$ cat src/verilog/rtb_pkg.sv
package rtb_pkg;

   ////////////////////////////////////////////////////////////////////////
   // register offsets
   localparam logic [7:0] ADDR_PRIMARY_CTRL = 8'h00;
   localparam logic [7:0] ADDR_FLAG_CTRL = 8'h01;
   localparam logic [7:0] ADDR_TMR_CLKOUT = 8'h0f;
   localparam logic [7:0] ADDR_TMR_B_FREQ = 8'h12;
   localparam logic [7:0] ADDR_TMR_B_VALUE = 8'h13;

   ////////////////////////////////////////////////////////////////////////
   // field positions
   localparam int unsigned BIT_SEC_IRQ_EN = 2;
   localparam int unsigned BIT_B_IRQ_EN = 0;
   localparam int unsigned BIT_SEC_FLAG = 4;
   localparam int unsigned BIT_B_FLAG = 5;
   localparam int unsigned BIT_A_PULSE_SEL = 7;
   localparam int unsigned BIT_B_PULSE_SEL = 6;
   localparam int unsigned BIT_B_RUN = 0;
   localparam int unsigned SRC_LSB = 0;
   localparam int unsigned WIDTH_LSB = 4;
   localparam int unsigned SEL_W = 3;

   ////////////////////////////////////////////////////////////////////////
   // source clock codes and reset values
   localparam logic [2:0] SRC_4K = 3'h0;
   localparam logic [2:0] SRC_64 = 3'h1;
   localparam logic [2:0] SRC_1 = 3'h2;
   localparam logic [2:0] SRC_60 = 3'h3;
   localparam logic [2:0] SRC_RST = 3'h7;
   localparam logic [2:0] WIDTH_RST = 3'h0;
   localparam logic [7:0] COUNT_RST = 8'h00;
   localparam logic [7:0] COUNT_LAST = 8'h01;
   localparam logic [7:0] COUNT_STOP = 8'h00;

   ////////////////////////////////////////////////////////////////////////
   // timing: pulse widths counted in 8.192 kHz ticks (122.07 us each)
   localparam int unsigned SYS_CLK_HZ = 125_000_000;
   localparam int unsigned TICK_HZ = 8192;
   localparam int unsigned CYC_TICK = SYS_CLK_HZ / TICK_HZ;
   localparam int unsigned TICKS_PER_4K = 2;
   localparam int unsigned TICKS_PER_64 = 128;
   localparam int unsigned P64_PER_SEC = 64;
   localparam int unsigned PER_MIN = 60;
   localparam logic [11:0] W_122US = 12'h001;
   localparam logic [11:0] W_244US = 12'h002;
   localparam logic [11:0] W_7812US = 12'h040;
   localparam logic [11:0] W_15625US = 12'h080;
   localparam logic [11:0] W_TBW_BASE = 12'h180;
   localparam int unsigned TBW_STEP_SHIFT = 8;
   localparam int unsigned P64_SHIFT = 7;

   ////////////////////////////////////////////////////////////////////////
   typedef struct packed {
      logic sec_irq_en;
      logic b_irq_en;
      logic a_pulse_sel;
      logic b_pulse_sel;
      logic b_run;
      logic [2:0] b_width_sel;
      logic [2:0] b_src_sel;
   } rtb_ctrl_t;

   typedef struct packed {
      logic t8k;
      logic t4k;
      logic t64;
      logic t1;
      logic t60;
      logic t3600;
   } rtb_ticks_t;

endpackage

$ cat src/verilog/rtb_prescaler.sv
`timescale 1ns/1ps
module rtb_prescaler #(
   parameter int unsigned CYC_TICK = rtb_pkg::CYC_TICK
) (
   // clock and reset
   input wire logic sys_clk_i,
   input wire logic sys_rst_i,
   // one-cycle ticks of each source rate
   output rtb_pkg::rtb_ticks_t ticks_o
);

   logic [15:0] base_reg, base_next;
   logic [0:0] c4k_reg, c4k_next;
   logic [6:0] c64_reg, c64_next;
   logic [5:0] c1_reg, c1_next, cmin_reg, cmin_next, chr_reg, chr_next;
   rtb_pkg::rtb_ticks_t ticks_reg, ticks_next;

   function automatic logic [5:0] step6(input logic [5:0] c,
                                        input logic en);
      step6 = c;
      if (en) begin
         step6 = (c == 6'(rtb_pkg::PER_MIN - 1)) ? 6'h00 : c + 6'h01;
      end
   endfunction

   always_comb begin
      ticks_next.t8k = (base_reg == 16'(CYC_TICK - 1));
      ticks_next.t4k = ticks_next.t8k &&
                       (c4k_reg == 1'(rtb_pkg::TICKS_PER_4K - 1));
      ticks_next.t64 = ticks_next.t8k &&
                       (c64_reg == 7'(rtb_pkg::TICKS_PER_64 - 1));
      ticks_next.t1 = ticks_next.t64 &&
                      (c1_reg == 6'(rtb_pkg::P64_PER_SEC - 1));
      ticks_next.t60 = ticks_next.t1 &&
                       (cmin_reg == 6'(rtb_pkg::PER_MIN - 1));
      ticks_next.t3600 = ticks_next.t60 &&
                         (chr_reg == 6'(rtb_pkg::PER_MIN - 1));
      base_next = ticks_next.t8k ? 16'h0000 : base_reg + 16'h0001;
      c4k_next = ticks_next.t8k ? c4k_reg + 1'b1 : c4k_reg;
      c64_next = ticks_next.t8k ? c64_reg + 7'h01 : c64_reg;
      c1_next = ticks_next.t64 ? c1_reg + 6'h01 : c1_reg;
      cmin_next = step6(cmin_reg, ticks_next.t1);
      chr_next = step6(chr_reg, ticks_next.t60);
   end

   always_ff @(posedge sys_clk_i or posedge sys_rst_i) begin
      if (sys_rst_i) begin
         base_reg <= 16'h0000;
         c4k_reg <= 1'b0;
         c64_reg <= 7'h00;
         c1_reg <= 6'h00;
         cmin_reg <= 6'h00;
         chr_reg <= 6'h00;
         ticks_reg <= '0;
      end else begin
         base_reg <= base_next;
         c4k_reg <= c4k_next;
         c64_reg <= c64_next;
         c1_reg <= c1_next;
         cmin_reg <= cmin_next;
         chr_reg <= chr_next;
         ticks_reg <= ticks_next;
      end
   end

   assign ticks_o = ticks_reg;

endmodule

$ cat src/verilog/rtb_pulse.sv
`timescale 1ns/1ps
module rtb_pulse (
   // clock and reset
   input wire logic sys_clk_i,
   input wire logic sys_rst_i,
   // trigger and width in ticks
   input wire logic start_i,
   input wire logic [11:0] width_i,
   input wire logic tick_i,
   // pulse level
   output logic active_o
);

   logic [11:0] cnt_reg, cnt_next;

   // a new start retriggers the full width
   always_comb begin
      cnt_next = cnt_reg;
      if (start_i) begin
         cnt_next = width_i;
      end else if (tick_i && cnt_reg != 12'h000) begin
         cnt_next = cnt_reg - 12'h001;
      end
   end

   always_ff @(posedge sys_clk_i or posedge sys_rst_i) begin
      if (sys_rst_i) begin
         cnt_reg <= 12'h000;
      end else begin
         cnt_reg <= cnt_next;
      end
   end

   assign active_o = (cnt_reg != 12'h000);

endmodule

$ cat src/verilog/rtb_timer_b_sec.sv
// What this block does
// timer B countdown only, gated by run bit
// counts down from written 8-bit preset
// at count 1: set flag, reload, restart
// enabled flag drives both interrupt outputs
// flag set each period, host clears only
// value read returns live count
// host should read count twice, compare
// preset write takes effect at once
// host should halt timer before preset change
// count of zero stops timer B
// pulse select: pulse per period or level
// seconds flag and interrupt only when enabled
// seconds pulse lasts one 64 Hz period
// seconds interrupt: pulse or level by select
// seconds flag cleared only by host
// short widths at 4096 and 64 Hz
// timer B width from width select, fallback
// clearing flag ends pulse early
// 3-bit source select, 1/3600 Hz default
// write 0 clears flag, 1 leaves it
`timescale 1ns/1ps
module rtb_timer_b_sec #(
   parameter int unsigned CYC_TICK = rtb_pkg::CYC_TICK
) (
   // clock and reset
   input wire logic sys_clk_i,
   input wire logic sys_rst_i,
   // register port from the serial interface
   input wire logic [7:0] reg_addr_i,
   input wire logic [7:0] reg_wdata_i,
   input wire logic reg_wr_i,
   input wire logic reg_rd_i,
   output logic [7:0] reg_rdata_o,
   // open-drain interrupt pins, active low
   output logic irq_out_primary_o,
   output logic irq_out_primary_oe_o,
   output logic irq_out_secondary_o,
   output logic irq_out_secondary_oe_o
);

   ////////////////////////////////////////////////////////////////////////
   rtb_pkg::rtb_ctrl_t ctrl_reg, ctrl_next;
   rtb_pkg::rtb_ticks_t ticks;
   logic [7:0] preset_reg, preset_next;
   logic [7:0] count_reg, count_next;
   logic [7:0] rdata_reg, rdata_next;
   logic b_flag_reg, b_flag_next;
   logic sec_flag_reg, sec_flag_next;
   logic oe1_reg, oe1_next;
   logic oe2_reg, oe2_next;
   logic wr_primary, wr_flags, wr_clkout, wr_freq, wr_value;
   logic src_tick, b_expire, sec_set, b_pulse, sec_pulse;
   logic b_irq, sec_irq;
   logic [11:0] b_width;

   function automatic logic hit(input logic [7:0] a,
                                input logic [7:0] b);
      hit = (a == b);
   endfunction

   function automatic logic pick_tick(input rtb_pkg::rtb_ticks_t t,
                                      input logic [2:0] sel);
      case (sel)
         rtb_pkg::SRC_4K: pick_tick = t.t4k;
         rtb_pkg::SRC_64: pick_tick = t.t64;
         rtb_pkg::SRC_1: pick_tick = t.t1;
         rtb_pkg::SRC_60: pick_tick = t.t60;
         default: pick_tick = t.t3600;
      endcase
   endfunction

   function automatic logic [11:0] pulse_width(input logic [2:0] sel,
                                               input logic [7:0] tv,
                                               input logic [2:0] tbw);
      logic [11:0] set_w;
      logic [15:0] period;
      set_w = 12'(tbw) << rtb_pkg::TBW_STEP_SHIFT;
      // low codes share one floor width so no setting gives a null pulse
      if (set_w < rtb_pkg::W_TBW_BASE) begin
         set_w = rtb_pkg::W_TBW_BASE;
      end
      period = 16'(tv) << rtb_pkg::P64_SHIFT;
      case (sel)
         rtb_pkg::SRC_4K: begin
            pulse_width = (tv == rtb_pkg::COUNT_LAST) ?
                          rtb_pkg::W_122US : rtb_pkg::W_244US;
         end
         rtb_pkg::SRC_64: begin
            if (tv == rtb_pkg::COUNT_LAST) begin
               pulse_width = rtb_pkg::W_7812US;
            end else if (period < 16'(set_w)) begin
               pulse_width = rtb_pkg::W_15625US;
            end else begin
               pulse_width = set_w;
            end
         end
         default: pulse_width = set_w;
      endcase
   endfunction

   ////////////////////////////////////////////////////////////////////////
   // prescaler and pulse generators
   rtb_prescaler #(.CYC_TICK(CYC_TICK)) u_prescaler (
      .sys_clk_i(sys_clk_i),
      .sys_rst_i(sys_rst_i),
      .ticks_o(ticks)
   );

   rtb_pulse u_b_pulse (
      .sys_clk_i(sys_clk_i),
      .sys_rst_i(sys_rst_i),
      .start_i(b_expire),
      .width_i(b_width),
      .tick_i(ticks.t8k),
      .active_o(b_pulse)
   );

   // measured in 8 kHz ticks: exactly one 64 Hz period
   rtb_pulse u_sec_pulse (
      .sys_clk_i(sys_clk_i),
      .sys_rst_i(sys_rst_i),
      .start_i(sec_set),
      .width_i(rtb_pkg::W_15625US),
      .tick_i(ticks.t8k),
      .active_o(sec_pulse)
   );

   ////////////////////////////////////////////////////////////////////////
   // control registers
   assign wr_primary = reg_wr_i && hit(reg_addr_i, rtb_pkg::ADDR_PRIMARY_CTRL);
   assign wr_flags = reg_wr_i && hit(reg_addr_i, rtb_pkg::ADDR_FLAG_CTRL);
   assign wr_clkout = reg_wr_i && hit(reg_addr_i, rtb_pkg::ADDR_TMR_CLKOUT);
   assign wr_freq = reg_wr_i && hit(reg_addr_i, rtb_pkg::ADDR_TMR_B_FREQ);
   assign wr_value = reg_wr_i && hit(reg_addr_i, rtb_pkg::ADDR_TMR_B_VALUE);

   always_comb begin
      ctrl_next = ctrl_reg;
      if (wr_primary) begin
         ctrl_next.sec_irq_en = reg_wdata_i[rtb_pkg::BIT_SEC_IRQ_EN];
      end
      if (wr_flags) begin
         ctrl_next.b_irq_en = reg_wdata_i[rtb_pkg::BIT_B_IRQ_EN];
      end
      if (wr_clkout) begin
         ctrl_next.a_pulse_sel = reg_wdata_i[rtb_pkg::BIT_A_PULSE_SEL];
         ctrl_next.b_pulse_sel = reg_wdata_i[rtb_pkg::BIT_B_PULSE_SEL];
         ctrl_next.b_run = reg_wdata_i[rtb_pkg::BIT_B_RUN];
      end
      if (wr_freq) begin
         ctrl_next.b_width_sel =
            reg_wdata_i[rtb_pkg::WIDTH_LSB +: rtb_pkg::SEL_W];
         ctrl_next.b_src_sel =
            reg_wdata_i[rtb_pkg::SRC_LSB +: rtb_pkg::SEL_W];
      end
   end

   ////////////////////////////////////////////////////////////////////////
   // timer B countdown
   assign src_tick = pick_tick(ticks, ctrl_reg.b_src_sel);
   assign b_width = pulse_width(ctrl_reg.b_src_sel, preset_reg,
                                ctrl_reg.b_width_sel);

   always_comb begin
      preset_next = preset_reg;
      count_next = count_reg;
      b_expire = 1'b0;
      if (wr_value) begin
         // no sync to the source tick: first period may be short
         preset_next = reg_wdata_i;
         count_next = reg_wdata_i;
      end else if (wr_clkout && reg_wdata_i[rtb_pkg::BIT_B_RUN] &&
                   !ctrl_reg.b_run) begin
         count_next = preset_reg;
      end else if (ctrl_reg.b_run && src_tick &&
                   count_reg != rtb_pkg::COUNT_STOP) begin
         if (count_reg == rtb_pkg::COUNT_LAST) begin
            count_next = preset_reg;
            b_expire = 1'b1;
         end else begin
            count_next = count_reg - rtb_pkg::COUNT_LAST;
         end
      end
   end

   ////////////////////////////////////////////////////////////////////////
   // flags: the set wins over a clear in the same cycle
   assign sec_set = ctrl_reg.sec_irq_en && ticks.t1;

   always_comb begin
      b_flag_next = b_flag_reg;
      sec_flag_next = sec_flag_reg;
      if (wr_flags) begin
         b_flag_next = b_flag_reg && reg_wdata_i[rtb_pkg::BIT_B_FLAG];
         sec_flag_next = sec_flag_reg &&
                         reg_wdata_i[rtb_pkg::BIT_SEC_FLAG];
      end
      if (b_expire) begin
         b_flag_next = 1'b1;
      end
      if (sec_set) begin
         sec_flag_next = 1'b1;
      end
   end

   ////////////////////////////////////////////////////////////////////////
   // interrupt outputs; pulse is gated by its flag so a clear cuts it
   assign b_irq = ctrl_reg.b_irq_en && b_flag_reg &&
                  (!ctrl_reg.b_pulse_sel || b_pulse);
   assign sec_irq = ctrl_reg.sec_irq_en && sec_flag_reg &&
                    (!ctrl_reg.a_pulse_sel || sec_pulse);

   always_comb begin
      oe1_next = b_irq || sec_irq;
      oe2_next = b_irq;
   end

   ////////////////////////////////////////////////////////////////////////
   // register reads, answered on the cycle after the strobe
   always_comb begin
      rdata_next = rdata_reg;
      if (reg_rd_i) begin
         rdata_next = 8'h00;
         case (reg_addr_i)
            rtb_pkg::ADDR_PRIMARY_CTRL: begin
               rdata_next[rtb_pkg::BIT_SEC_IRQ_EN] = ctrl_reg.sec_irq_en;
            end
            rtb_pkg::ADDR_FLAG_CTRL: begin
               rdata_next[rtb_pkg::BIT_B_IRQ_EN] = ctrl_reg.b_irq_en;
               rdata_next[rtb_pkg::BIT_SEC_FLAG] = sec_flag_reg;
               rdata_next[rtb_pkg::BIT_B_FLAG] = b_flag_reg;
            end
            rtb_pkg::ADDR_TMR_CLKOUT: begin
               rdata_next[rtb_pkg::BIT_A_PULSE_SEL] = ctrl_reg.a_pulse_sel;
               rdata_next[rtb_pkg::BIT_B_PULSE_SEL] = ctrl_reg.b_pulse_sel;
               rdata_next[rtb_pkg::BIT_B_RUN] = ctrl_reg.b_run;
            end
            rtb_pkg::ADDR_TMR_B_FREQ: begin
               rdata_next[rtb_pkg::WIDTH_LSB +: rtb_pkg::SEL_W] =
                  ctrl_reg.b_width_sel;
               rdata_next[rtb_pkg::SRC_LSB +: rtb_pkg::SEL_W] =
                  ctrl_reg.b_src_sel;
            end
            // not frozen: host must tolerate a tick between reads
            rtb_pkg::ADDR_TMR_B_VALUE: rdata_next = count_reg;
            default: rdata_next = 8'h00;
         endcase
      end
   end

   ////////////////////////////////////////////////////////////////////////
   always_ff @(posedge sys_clk_i or posedge sys_rst_i) begin
      if (sys_rst_i) begin
         ctrl_reg <= '0;
         ctrl_reg.b_src_sel <= rtb_pkg::SRC_RST;
         ctrl_reg.b_width_sel <= rtb_pkg::WIDTH_RST;
         preset_reg <= rtb_pkg::COUNT_RST;
         count_reg <= rtb_pkg::COUNT_RST;
         b_flag_reg <= 1'b0;
         sec_flag_reg <= 1'b0;
         oe1_reg <= 1'b0;
         oe2_reg <= 1'b0;
         rdata_reg <= 8'h00;
      end else begin
         ctrl_reg <= ctrl_next;
         preset_reg <= preset_next;
         count_reg <= count_next;
         b_flag_reg <= b_flag_next;
         sec_flag_reg <= sec_flag_next;
         oe1_reg <= oe1_next;
         oe2_reg <= oe2_next;
         rdata_reg <= rdata_next;
      end
   end

   assign reg_rdata_o = rdata_reg;
   assign irq_out_primary_o = 1'b0;
   assign irq_out_secondary_o = 1'b0;
   assign irq_out_primary_oe_o = oe1_reg;
   assign irq_out_secondary_oe_o = oe2_reg;
endmodule

$ cat config.mk
export PLATFORM = sky130hd
export DESIGN_NAME = rtb_timer_b_sec
export DESIGN_NICKNAME = d
export VERILOG_FILES = /design/src/verilog/rtb_pkg.sv /design/src/verilog/rtb_prescaler.sv /design/src/verilog/rtb_pulse.sv /design/src/verilog/rtb_timer_b_sec.sv
export SDC_FILE = /design/constraint.sdc
export NUM_CORES = 1
export LEC_CHECK = 0
export BUFFER_PORTS_ARGS = -buffer_cell sky130_fd_sc_hd__buf_4
export CAP_MARGIN = 20
export CORE_MARGIN = 3
export CORE_UTILIZATION = 50
export CTS_BUF_LIST = sky130_fd_sc_hd__clkbuf_4 sky130_fd_sc_hd__clkbuf_8
export CTS_CLUSTER_SIZE = 28
export DETAILED_ROUTE_END_ITERATION = 6
export GPL_ROUTABILITY_DRIVEN = 0
export PLACE_DENSITY = 0.71
export SLEW_MARGIN = 20
export SYNTH_ARGS = -nofsm -noshare
export SYNTH_HDL_FRONTEND = slang
export SYNTH_SLANG_ARGS = --single-unit
$ cat constraint.sdc
create_clock -name sys_clk_i -period 7.4 [get_ports sys_clk_i]
set_input_delay 1.11 -clock sys_clk_i [delete_from_list [all_inputs] [get_ports sys_clk_i]]
set_output_delay 1.11 -clock sys_clk_i [all_outputs]
set_load 0.05 [all_outputs]
==> summary.txt <==
Worst setup path
  • Crit path max fanout: 16
  • Crit end category: register
  • CP Class: input pin to register
  • Worst Setup Start Kind: input pin
  • Arr. time, crit path: approximately 3300 ps
  • Critical path required time: 7670 ps

Flow run
  • Maxcap violations: 0

Finish
  • Post-route design area: 6300 um2
  • Fin nets: 631
  • Antenna Cells: 0
  • Largest register FFs: 16
  • Filler cells: 965
  • Layout area overhead: 9.50%
  • Proportion of layout cells with a drive suffix above 1: 0.140

Logic synthesis
  • Synth cell count leaders: dfrtp_1, nor2_1, nand2_1
  • Seq cells post-synth: 111
  • Top FF cell, synth: dfrtp_1
  • Mux contribution to synthesized area: 0.0456
  • Synth top area share: 0.469
  • Number of distinct library cells after synthesis: just under 70
  • Post-Synthesis Cell Area: 5760 um2
  • Main combinational cell family by area after synthesis: simple AND/OR/NAND/NOR gates
  • Syn Area/Cell: 9.99 um2
  • Most common cell in the netlist: dfrtp_1
  • Simple-gate portion of the synthesized area: 0.223
  • Synth top area cells: dfrtp_1, xnor2_1, nor2_1
  • Yosys Warn Count: 0
  • Number of synthesized flops with an enable pin: 0
  • Post-Syn Instances: 576
  • Seq/Total Area, Yosys: 0.483
  • XOR/XNOR share of the synthesized area: 0.0654
  • Async SR Flop Fraction: 1.00
  • Adder-cell share of the synthesized area: 0.0304
  • Largest area contributor in the netlist: dfrtp_1
  • Synth Area in Compound Gates: 0.116

Floorplanning
  • Die H: 113 um
  • # rows: 38
  • Core Region: 11000 um2
  • DIE AREA: 12800 um2
  • Initial Util: 0.522
  • I/O Pins: 32
  • Die X: 113 um

Routing
  • Vias per cell: just under 6
  • DRT antenna net count: 0
  • Drt drc: 0
  • Routed WL per cell: 15.6 um
  • Vias: 4320
  • Drt pass-1 iters: 4
  • Initial DRC count: 314
  • Routed WL: 11600 um

Clocking
  • Clock Path Buffers: 2
  • Cts repair resizes: 0
  • Setup bufs post-CTS: 0
  • CTS tree: built
  • # hold bufs at CTS: 0
  • Reg clk slew, reported paths: 100 ps
  • Depth of the CTS H-tree: 3
  • Clock root cell: clkbuf_8
  • TritonCTS buffer count: 9
  • Clock Sinks: 111
  • Clock Latency Late Sink: 360 ps

STA
  • Clock Skews: around 9.0 ps
  • Final setup viols: 0
  • Least-Margin Pin Slew: 1070 ps
  • Crit share post-route: 0.404
  • Fmax: 334 MHz
  • RSZ-0062 raised after global routing: false
  • Hold Vio Cnt, Final: 0
  • Final Max Tran Viols: 0
  • Slew HR: 0.289
  • Setup TNS: 0 ps
  • Minimum clock period after layout: 2990 ps

Placed design
  • Final HPWL DP: 8440 um
  • DP Area: 6050 um2
  • Port Buffer Count: 29

Run status
  • Outcome: completed

Global route
  • Grt total ovfl: 0
  • Initial antenna violation count: 0
  • Largest net degree at the start of global routing: 66
  • Total GRT Usage: 0.190
  • Global-route wire length before repair: 19900 um
  • Vias in the first global route: roughly 4200

Power
  • Worst VDD drop: 0.166 mV
  • Static Leak: 2.76 nW
  • Cell Pwr Density: 188 nW/um2

Hold path
  • Worst Hold Class: register to register
kinds of logic (layout without fill, tap and decap cells):
| group | after synthesis | count (layout) |
|---|---|---|
| buffers and inverters | 46 | 71 |
| adders and majority gates | 14 | 14 |
| and+or+nand+nor | 240 | 240 |
| xor gates and xnor gates | 43 | 43 |
| other | 1 | 2 |
| AOI/OAI and AO/OA | 97 | 97 |
| muxes | 24 | 24 |
| DFF | 111 | 111 |
layout make-up:
cell class / count / area (um2) / area share
repair buffers: 30 / 225 / 0.0357
inverters: 25 / 96.3 / 0.0153
clock inverters: 5 / 105 / 0.0167
clock buffers: 11 / 145 / 0.0230
flip-flops and latches: 111 / 2780 / 0.441
well taps: 140 / 175 / 0.0278
multi-input cells: 420 / 2780 / 0.440
power breakdown:
part	total, W	switching, W	internal (W)
clock	0.000436	0.000198	0.000238
sequential	0.000634	0.0000162	0.000618
combinational	0.000113	0.0000719	0.0000412
metrics by stage:
| step | hold WS, ps | power, W | util | setup slack (ps) | std cells |
|---|---|---|---|---|---|
| 6_report | 474 | 0.00118 | 0.571 | 4410 | 742 |
| 3_5_place_dp | 462 | 0.000757 | 0.549 | 4110 | 726 |
| 2_1_floorplan | 439 | 0.000720 | - | 3360 | 577 |
| 3_3_place_gp | 457 | 0.000755 | 0.549 | 4230 | 726 |
| 5_1_grt | 501 | 0.00123 | 0.571 | 4220 | 742 |
| 4_1_cts | 475 | 0.00119 | 0.571 | 4520 | 742 |
layer usage:
metal | up-vias | wire [um] | global-route usage
met4 | 0 | 112 | 0.0569
li1 | 2103 | - | -
met3 | 10 | 528 | 0.0385
met2 | 93 | 5650 | 0.313
met5 | - | 0 | 0
met1 | 2114 | 5290 | 0.254
worst paths after layout:
check / from / end / slack [ps] / depth (start not counted)
min: u_prescaler.c4k_reg / u_prescaler.c4k_reg / 470 / 1
max: reg_addr_i[5] / count_reg[5] / 4410 / 6
min in group asynchronous: sys_rst_i / u_prescaler.base_reg[12] / 800 / 2
max reg2reg: u_sec_pulse.cnt_reg[0] / u_sec_pulse.cnt_reg[10] / 4780 / 7
max in group asynchronous: sys_rst_i / preset_reg[1] / 5390 / 3
min reg2reg: u_prescaler.c4k_reg / u_prescaler.c4k_reg / 470 / 1
critical path: stages:
cell and delay (ps):
buf_4 120, nor4b_4 400, nand2_1 200, o2bb2ai_1 890, o21ai_0 240, a22o_1 290
cells in the final DEF (no fill, tap or decap), drive strengths merged, types with 5 or more instances in the layout:
cell / count
dfrtp: 108
nor2: 58
nand2: 53
buf: 30
xnor2: 27
inv: 25
o21ai: 24
nand3: 23
nand4: 21
a21oi: 19
mux2: 18
xor2: 16
nor3: 14
ha: 14
or3: 12
clkbuf: 11
nor4: 11
o211ai: 9
nand2b: 7
nor3b: 7
and3: 7
a31oi: 6
mux2i: 6
and2: 5
Note: power is estimated with default switching activity, not from simulation.
